===== src/pasm_pkg.sv =====
package pasm_pkg;
  // ==========================================
  // Register map
  localparam logic [7:0] OFS_PURE_ANALOG = 8'hAE;
  localparam logic [7:0] OFS_HIGH_REF = 8'hAF;
  localparam logic [7:0] OFS_MODE = 8'hB1;
  localparam logic [7:0] OFS_DIR = 8'hC4;
  localparam logic [7:0] OFS_DATA = 8'hD4;
  // ==========================================
  // Fields
  localparam int NPINS = 5;
  localparam int BIT_CONV_EN = 7;
  localparam int BIT_CONV_START = 6;
  localparam int BIT_EOC = 5;
  localparam int BIT_GCH_EN = 4;
  localparam int BIT_REF_EN = 7;
  localparam logic [7:0] MASK_MODE = 8'hF7;
  localparam logic [7:0] MASK_HIGH_REF = 8'h83;
  localparam logic [7:0] MASK_PIN = 8'h1F;
  localparam logic [7:0] RST_VAL = 8'h00;
  localparam logic [2:0] CH_MAX = 3'h5;
  localparam logic [7:0] READ_UNMAPPED = 8'h00;
endpackage : pasm_pkg


===== src/pasm_pin_cell.sv =====
`timescale 1ns/10ps
module pasm_pin_cell
(
  // Clock and reset
  input wire logic clock,
  input wire logic resetn,
  // Pin control
  input wire logic pure_analog,
  input wire logic analog_sel,
  input wire logic ref_sel,
  input wire logic dir,
  input wire logic data,
  input wire logic pad_in,
  // Pin results
  output logic pad_out,
  output logic pad_oe,
  output logic analog_route,
  output logic ref_route,
  output logic din
);
  import pasm_pkg::*;

  typedef struct packed {
    logic s1;
    logic s2;
    logic out;
    logic oe;
    logic ar;
    logic rr;
  } pasm_cell_s;
  pasm_cell_s st_r;
  pasm_cell_s st_nxt;
  logic digital_ok;

  always_comb
  begin
    st_nxt = st_r;
    // Digital path only when nothing analog owns the pin
    digital_ok = !pure_analog && !analog_sel && !ref_sel; // see R2 see R3 see R6
    st_nxt.s1 = pad_in;
    st_nxt.s2 = st_r.s1;
    st_nxt.out = data;
    st_nxt.oe = digital_ok && dir;
    st_nxt.ar = analog_sel && !ref_sel;
    st_nxt.rr = ref_sel;
  end

  always_ff @(posedge clock or negedge resetn)
  begin
    if (!resetn)
      st_r <= '0;
    else
      st_r <= st_nxt;
  end

  assign pad_out = st_r.out;
  assign pad_oe = st_r.oe;
  assign analog_route = st_r.ar;
  assign ref_route = st_r.rr;
  // Isolated input reads as zero
  assign din = st_r.s2 && !pure_analog && !ref_sel; // see R2
endmodule : pasm_pin_cell


===== src/pasm_top.sv =====
// Design decision made here: the plain strobed port.
`timescale 1ns/10ps
// Summary of operation
// At most one pin routed to converter
// Pure-analog bit isolates digital path
// Clear bit allows analog or digital
// Software keeps bit clear for digital
// Global enable off keeps pins digital; code still gives pin 0 to reference with converter and reference enables
// Global enable on: selected pin analog
// Selector 000..101 maps inputs 0..5
// Reference enable gives pin 0 reference
// Software clears reference before pin reuse
// Software writes data before direction
// Direction bit 1 output, 0 input
// Pin 0 analog needs enable, selector zero
// Reset leaves all pins digital inputs
module pasm_top
(
  // Clock and reset
  input wire logic clock,
  input wire logic resetn,
  // Register port
  input wire logic [7:0] reg_addr,
  input wire logic [7:0] reg_wdata,
  input wire logic reg_wr,
  input wire logic reg_rd,
  output logic [7:0] reg_rdata,
  // Pins
  input wire logic [pasm_pkg::NPINS-1:0] pin_in,
  output logic [pasm_pkg::NPINS-1:0] pin_out,
  output logic [pasm_pkg::NPINS-1:0] pin_oe,
  // Converter side
  output logic [pasm_pkg::NPINS-1:0] analog_route,
  output logic ext_high_ref_route,
  output logic [2:0] conv_channel,
  output logic conv_channel_valid,
  output logic converter_enable,
  output logic conversion_start,
  output logic [1:0] ref_select,
  // End of conversion from converter
  input wire logic conv_eoc_set
);
  import pasm_pkg::*;

  typedef struct packed {
    logic [4:0] port4_pure_analog_bits;
    logic [7:0] converter_mode_reg;
    logic [7:0] high_ref_config_reg;
    logic [4:0] port4_direction_bits;
    logic [4:0] data_latch;
    logic [7:0] rdata;
    logic [2:0] chan;
    logic chan_valid;
  } pasm_top_s;

  pasm_top_s st_r;
  pasm_top_s st_nxt;
  logic [NPINS-1:0] din;
  logic [NPINS-1:0] sel_pin;
  logic [NPINS-1:0] ref_pin;
  logic [NPINS-1:0] ref_flag;
  logic gch;
  logic [2:0] chs;

  // ==========================================
  // Channel decode
  always_comb
  begin
    gch = st_r.converter_mode_reg[BIT_CONV_EN] && st_r.converter_mode_reg[BIT_GCH_EN];
    chs = st_r.converter_mode_reg[2:0];
    sel_pin = '0;
    // One-hot select keeps a single pin routed; input 5 has no pin
    if (gch && chs < 3'(NPINS)) // see R1 see R5 see R6
      sel_pin[chs] = 1'b1;
    ref_pin = '0;
    ref_pin[0] = st_r.converter_mode_reg[BIT_CONV_EN]
      && st_r.high_ref_config_reg[BIT_REF_EN]; // see R8
  end

  // ==========================================
  // Register port
  always_comb
  begin
    st_nxt = st_r;
    st_nxt.rdata = READ_UNMAPPED;
    if (reg_wr)
    begin
      if (reg_addr == OFS_PURE_ANALOG)
        st_nxt.port4_pure_analog_bits = reg_wdata[4:0];
      else if (reg_addr == OFS_HIGH_REF)
        st_nxt.high_ref_config_reg = reg_wdata & MASK_HIGH_REF;
      else if (reg_addr == OFS_MODE)
        st_nxt.converter_mode_reg = reg_wdata & MASK_MODE;
      else if (reg_addr == OFS_DIR)
        st_nxt.port4_direction_bits = reg_wdata[4:0]; // see R10
      else if (reg_addr == OFS_DATA)
        st_nxt.data_latch = reg_wdata[4:0];
    end
    // Converter end-of-conversion wins over software clear
    if (conv_eoc_set)
      st_nxt.converter_mode_reg[BIT_EOC] = 1'b1;
    if (reg_rd)
    begin
      if (reg_addr == OFS_PURE_ANALOG)
        st_nxt.rdata = {3'h0, st_r.port4_pure_analog_bits};
      else if (reg_addr == OFS_HIGH_REF)
        st_nxt.rdata = st_r.high_ref_config_reg;
      else if (reg_addr == OFS_MODE)
        st_nxt.rdata = st_r.converter_mode_reg;
      else if (reg_addr == OFS_DIR)
        st_nxt.rdata = {3'h0, st_r.port4_direction_bits};
      else if (reg_addr == OFS_DATA)
        st_nxt.rdata = {3'h0, din};
    end
    st_nxt.chan = chs;
    st_nxt.chan_valid = gch && chs <= CH_MAX && !(chs == 3'h0 && ref_pin[0]); // see R7
  end

  always_ff @(posedge clock or negedge resetn)
  begin
    if (!resetn)
      st_r <= '0;
    else
      st_r <= st_nxt;
  end

  // ==========================================
  // Pin cells
  genvar gi;
  generate
    for (gi = 0; gi < NPINS; gi++)
    begin : g_pin
      pasm_pin_cell u_cell (
        .clock(clock),
        .resetn(resetn),
        .pure_analog(st_r.port4_pure_analog_bits[gi]),
        .analog_sel(sel_pin[gi]),
        .ref_sel(ref_pin[gi]),
        .dir(st_r.port4_direction_bits[gi]),
        .data(st_r.data_latch[gi]),
        .pad_in(pin_in[gi]),
        .pad_out(pin_out[gi]),
        .pad_oe(pin_oe[gi]),
        .analog_route(analog_route[gi]),
        .ref_route(ref_flag[gi]),
        .din(din[gi])
      );
    end
  endgenerate

  assign ext_high_ref_route = ref_flag[0];
  assign reg_rdata = st_r.rdata;
  assign conv_channel = st_r.chan;
  assign conv_channel_valid = st_r.chan_valid;
  assign converter_enable = st_r.converter_mode_reg[BIT_CONV_EN];
  assign conversion_start = st_r.converter_mode_reg[BIT_CONV_START];
  assign ref_select = st_r.high_ref_config_reg[1:0];
endmodule : pasm_top


===== config.mk =====
export PLATFORM = sky130hd
export DESIGN_NAME = pasm_top
export DESIGN_NICKNAME = d
export VERILOG_FILES = /design/src/pasm_pkg.sv /design/src/pasm_pin_cell.sv /design/src/pasm_top.sv
export SDC_FILE = /design/constraint.sdc
export NUM_CORES = 1
export LEC_CHECK = 0
export CAP_MARGIN = 20
export CORE_MARGIN = 2
export CORE_UTILIZATION = 60
export CTS_CLUSTER_SIZE = 24
export DETAILED_ROUTE_END_ITERATION = 6
export DONT_BUFFER_PORTS = 1
export PLACE_DENSITY = 0.85
export SETUP_SLACK_MARGIN = 0.15
export SLEW_MARGIN = 10
export SYNTH_ARGS = -nofsm -noshare
export SYNTH_HDL_FRONTEND = slang
export SYNTH_SLANG_ARGS = --single-unit
export TNS_END_PERCENT = 30

===== constraint.sdc =====
create_clock -name clock -period 1.3 [get_ports clock]
set_input_delay 0.26 -clock clock [delete_from_list [all_inputs] [get_ports clock]]
set_output_delay 0.26 -clock clock [all_outputs]
set_load 0.01 [all_outputs]

# --- Word level (Yosys, flattened, before mapping) ---
# Index checks and enable logic that the tools add are counted.
totals:
  regBits: 63
  input_bits: 26
  out_inout_bits: 32
  wordCells: 116
classes:
  order_cmp: 4
  n_eq_ne: 7
  muxes: 20
  n_bitwise: 4
  reduce_logical: 46
op_table:
  columns: ["operator", "count"]
  rows:
  - ["24-bit two-way mux", 2]
  - ["8-bit == test (second input constant)", 5]
  - ["8-bit two-way mux", 5]
  - ["5-bit two-way mux", 6]
  - ["1-bit logical AND", 25]
  - ["10-bit two-way mux", 2]
  - ["1-bit logical NOT", 12]
  - ["6-bit two-way mux", 2]
  - ["4-bit AND reduction", 2]
  - ["6-bit AND reduction", 1]
  - ["5-bit AND reduction", 1]
  - ["3-bit by 4-bit < comparator with 1-bit output (second input constant)", 1]
  - ["2-bit inequality test (second input constant)", 2]
  - ["1-bit inverter", 4]
  - ["2-bit nonzero test", 2]
  - ["1-bit demux with 3-bit select", 1]
  - ["3-bit by 1-bit >= comparator with 1-bit output (second input constant)", 1]
  - ["3-bit <= comparator (second input constant)", 1]
  - ["3-bit logical NOT", 1]
  - ["3-bit < comparator (second input constant)", 1]
  - ["3-bit AND reduction", 1]
  - ["1-bit two-way mux", 2]
  - ["2-bit AND reduction", 1]

# --- Logic depth before layout (Yosys ltp) ---
logic_depth:
  depth_word: 9
  depth_mapped: 6

# --- Hierarchy ---
# Synthesis repeated with hierarchy kept, for this count alone.
hier_totals:
  cells_unflattened: 190
  area_unflattened_um2: 2725.1
by_module_without_submodules:
  columns: ["mod", "instances", "cells_each", "area_per_inst_um2", "seq_area_each_um2"]
  rows:
  - ["pasm_top", 1, 145, 1830.5, 925.9]
  - ["pasm_pin_cell", 5, 9, 178.9, 150.1]

# --- Worst setup path after synthesis ---
# No wires, ideal clock.
synth_path:
  path_type: "in2reg"
  startpoint: "input port reg_addr[4]"
  endpoint: "register st_r[38] (netlist name)"
  setup_time_ns: 0.125
  arrival_ns: 1.515
  path_slack_ns: -0.339
  path_stages: 6
  n_path_buf: 2
  path_cell_list: "clkbuf_2 > nand3b_1 > nor3_2 > and2_1 > clkbuf_2 > mux2_2"
synth_via:
  elab_chain_len: 2
synth_rtl:
  columns: ["item", "line", "text"]
  rows:
  - ["from (decl)", "pasm_top.sv:23", "input wire logic [7:0] reg_addr,"]
  - ["8-bit == test", "pasm_top.sv:88", "if (reg_addr == OFS_PURE_ANALOG)"]
  - ["2-bit AND reduction (no line)", null, null]
  - ["to (signal assigned)", "pasm_top.sv:124", "st_r <= st_nxt;"]
  - ["to (decl)", "pasm_top.sv:56", "pasm_top_s st_r;"]
# No other way between the ends.
# A chain may end at the register's enable or synchronous reset.

==> run_results.csv <==
group,metric,value,unit
placement,placedCellCount,231,
global_routing,grt_usage,22.9,%
timing,rsz0062_at_grt,"yes",
hold_path,worstHoldPathType,"in2async",
cts,numCtsBuffers,9,
timing,timing.fmax,842,MHz
floorplanning,dieArea,4830,um2
floorplanning,die_h,69.5,um
timing,fin_crit_sh,91.3,%
power_and_ir_drop,total_power,0.00364,W
critical_path,path_class,"reg2reg",
global_routing,grt_pass1_wl,8240,um
critical_path,endpoint_kind,"flip-flop",
power_and_ir_drop,switching_power,0.000746,W
timing,finalMaxSlewViolations,0,
cts,tritoncts,"yes",
floorplanning,die_x,69.5,um
cts,numClockSinks,63,
route,firstDrtPassIters,4,
critical_path,cp-startpoint,"converter_enable",
critical_path,crit_fanout,3,
synth,synth-seq-cells,63,
cts,ctsRootBufferMaster,"clkbuf_8",
finish,syn2layout_area_growth,10.5,%
synth,synth_warnings,0,
global_routing,grt_overflow,0,
power_and_ir_drop,p_leak,1.35,nW
finish,final_nets,226,
timing,worst_slack,0.113,ns
cts,ctsHoldBuffers,5,
route,drcViolationCount,0,
synth,synth_edf_count,0,
synth,synth_area_per_cell,13.1,um2
route,drtIter0Drc,124,
floorplanning,num_io_pins,58,
synth,synth_area,2570,um2
timing,timing.hold.ws,-0.369,ns
critical_path,cp.required,1.49,ns
floorplanning,start_util,63.4,%
finish,num_antenna_cells,0,
timing,fin_skew,0.00618,ns
power_and_ir_drop,seq_power_share,57.7,%
finish,layout-drive-gt1-share,39.9,%
cts,clockBufferDepth,2,
timing,setup_viol,0,
run,cap_violations,0,
run_status,violations,"hold timing",
timing,max_slew_margin,69.3,%
placement,placement.io_buffers,0,
power_and_ir_drop,pwr-share-clk,38.2,%
synth,seq_area_frac_synth,61.3,%
floorplanning,rows,23,
synth,syn_nets,223,
route,vias,1526,
global_routing,antenna_found_initial,0,
global_routing,grt_max_degree,64,
synth,synth_flop_cell,"dfrtp_1",
placement,place_ws,-0.275,ns
global_routing,grt_pass1_vias,1576,
timing,finalHoldViolCount,63,
critical_path,r2r-start,"converter_enable",
finish,fillCellCount,263,
power_and_ir_drop,swShare,20.5,%
cts,path_clk_slew,0.06,ns
run_status,outcome,"finished with violations",
finish,final_cell_mix,"58 x dfrtp_1, 18 x mux2_2, 18 x buf_4",
finish,final_cells,253,
synth,async_flop_share,100,%
power_and_ir_drop,p_comb_share,4.0,%
finish,layout_commonest_cell,"dfrtp_1",
power_and_ir_drop,power.density,1280,nW/um2
placement,gp_congestion,0.899,
synth,netlist_instances,197,
critical_path,cp_data_arrival_time,1.38,ns
timing,max_slew.worst_pin.slew,0.459,ns
critical_path,start_kind,"flip-flop",
cts,clk_latency,0.32,ns
timing,fin_crit,1.19,ns
route,via_per_inst,6.03,
synth,ys_types,35,
placement,dp_hpwl,3620,um
cts,cts-htree-levels,3,
route,detail_route.wirelength,5030,um
power_and_ir_drop,peakVddDrop,0.828,mV
floorplanning,core,4060,um2
power_and_ir_drop,p_int,0.00290,W
route,ant_nets,0,
route,wl_per_cell,19.9,um
==> final timing paths <==
check                                     endpoint  slack [ns]  cells after the start
setup / recovery                      reg_rdata[0]        0.11                      4
hold / removal                            st_r[20]       -0.37                      0
setup reg to reg                      reg_rdata[0]        0.11                      4
hold reg to reg            g_pin[1].u_cell.st_r[4]        0.35                      0
max in group asynchronous                   chs[1]        1.54                      0
min in group clock                        st_r[38]        0.08                      1
==> repair_timing <==
action / CTS / global route
setup buffers: 1 / 2
pin swaps: 5 / 4
resized for setup: 8 / 12
endpoints found under the hold margin: 68 / 63
setup endpoints to repair: 11 / 35
==> power groups by stage <==
| stage | logic, W | registers (W) | clock network, W |
|---|---|---|---|
| after floorplan | 0.000141 | 0.00210 | 0 |
| after global placement | 0.000115 | 0.00213 | 0 |
| after detailed placement | 0.000118 | 0.00213 | 0 |
| after CTS | 0.000135 | 0.00210 | 0.00142 |
| after global routing | 0.000160 | 0.00211 | 0.00152 |
| final | 0.000146 | 0.00210 | 0.00139 |
==> cell families after synthesis <==
family | count (synthesis) | share of synthesized area, %
buffers and inverters | 39 | 10.1
flip-flops | 63 | 61.3
AO/OA/AOI/OAI | 22 | 6.56
multiplexers | 25 | 10.8
AND/OR/NAND/NOR | 48 | 11.3
==> critical path: stages (launching register included) <==
cell,delay [ns]
dfrtp_2,0.41
a21oi_2,0.09
a31o_2,0.22
a221oi_2,0.24
o21ai_1,0.10
==> cells in the mapped netlist (2+ instances only) <==
cell type	instances	area share, %
a211oi_1	2	0.58
a21oi_1	4	0.78
a221oi_1	3	1.0
a31o_2	4	1.4
a32oi_1	2	0.68
and2_1	3	0.73
and3_1	6	1.5
and4bb_2	2	0.97
buf_4	29	8.5
clkbuf_2	2	0.39
dfrtp_1	63	61
inv_1	7	1.0
mux2_2	23	10
mux2i_1	2	0.78
nand2_1	7	1.0
nand3_1	3	0.58
nand3b_1	2	0.58
nor2_1	9	1.3
nor2_2	2	0.49
nor3_1	3	0.58
nor3b_1	3	0.87
o21ai_0	3	0.58
==> flip-flops by register name, indices dropped and copies added, names as in the netlist <==
name,count
st_r,18
reg_rdata,8
g_pin.u_cell.analog_route,5
g_pin.u_cell.pad_oe,5
g_pin.u_cell.pad_out,5
g_pin.u_cell.st_nxt,5
g_pin.u_cell.st_r,5
chs,3
conv_channel,3
ref_select,2
conv_channel_valid,1
conversion_start,1
converter_enable,1
g_pin.u_cell.ref_route,1
==> metal layers <==
layer / GRT usage, % / up-vias / wire length (um) / share of wire (%)
li1: - / 675 / - / -
met1: 29.1 / 755 / 2050 / 41
met2: 36.6 / 81 / 2520 / 50
met3: 6.40 / 15 / 316 / 6.3
met4: 10.5 / 0 / 135 / 2.7
met5: 0 / - / 0 / 0
==> per-stage QoR <==
stage / utilization (%) / TNS (ns) / instance area (um2)
after floorplan: - / -5.62 / 2630
after detailed placement: 62.7 / -4.96 / 2540
after global routing: 70.1 / 0 / 2850
after CTS: 68.9 / 0 / 2800
final: 70.1 / 0 / 2850
after global placement: 62.7 / -4.37 / 2540
==> final cells by class <==
| type | instances | area (um2) | area share (%) |
|---|---|---|---|
| Multi-Input combinational cell | 95 | 813 | 28.6 |
| Clock inverter | 1 | 5.00 | 0.176 |
| Sequential cell | 63 | 1580 | 55.6 |
| Tap cell | 50 | 62.6 | 2.20 |
| Inverter | 7 | 26.3 | 0.923 |
| Timing Repair Buffer | 24 | 196 | 6.90 |
| Clock buffer | 13 | 159 | 5.58 |
Note: power is estimated with default switching activity, not from simulation.
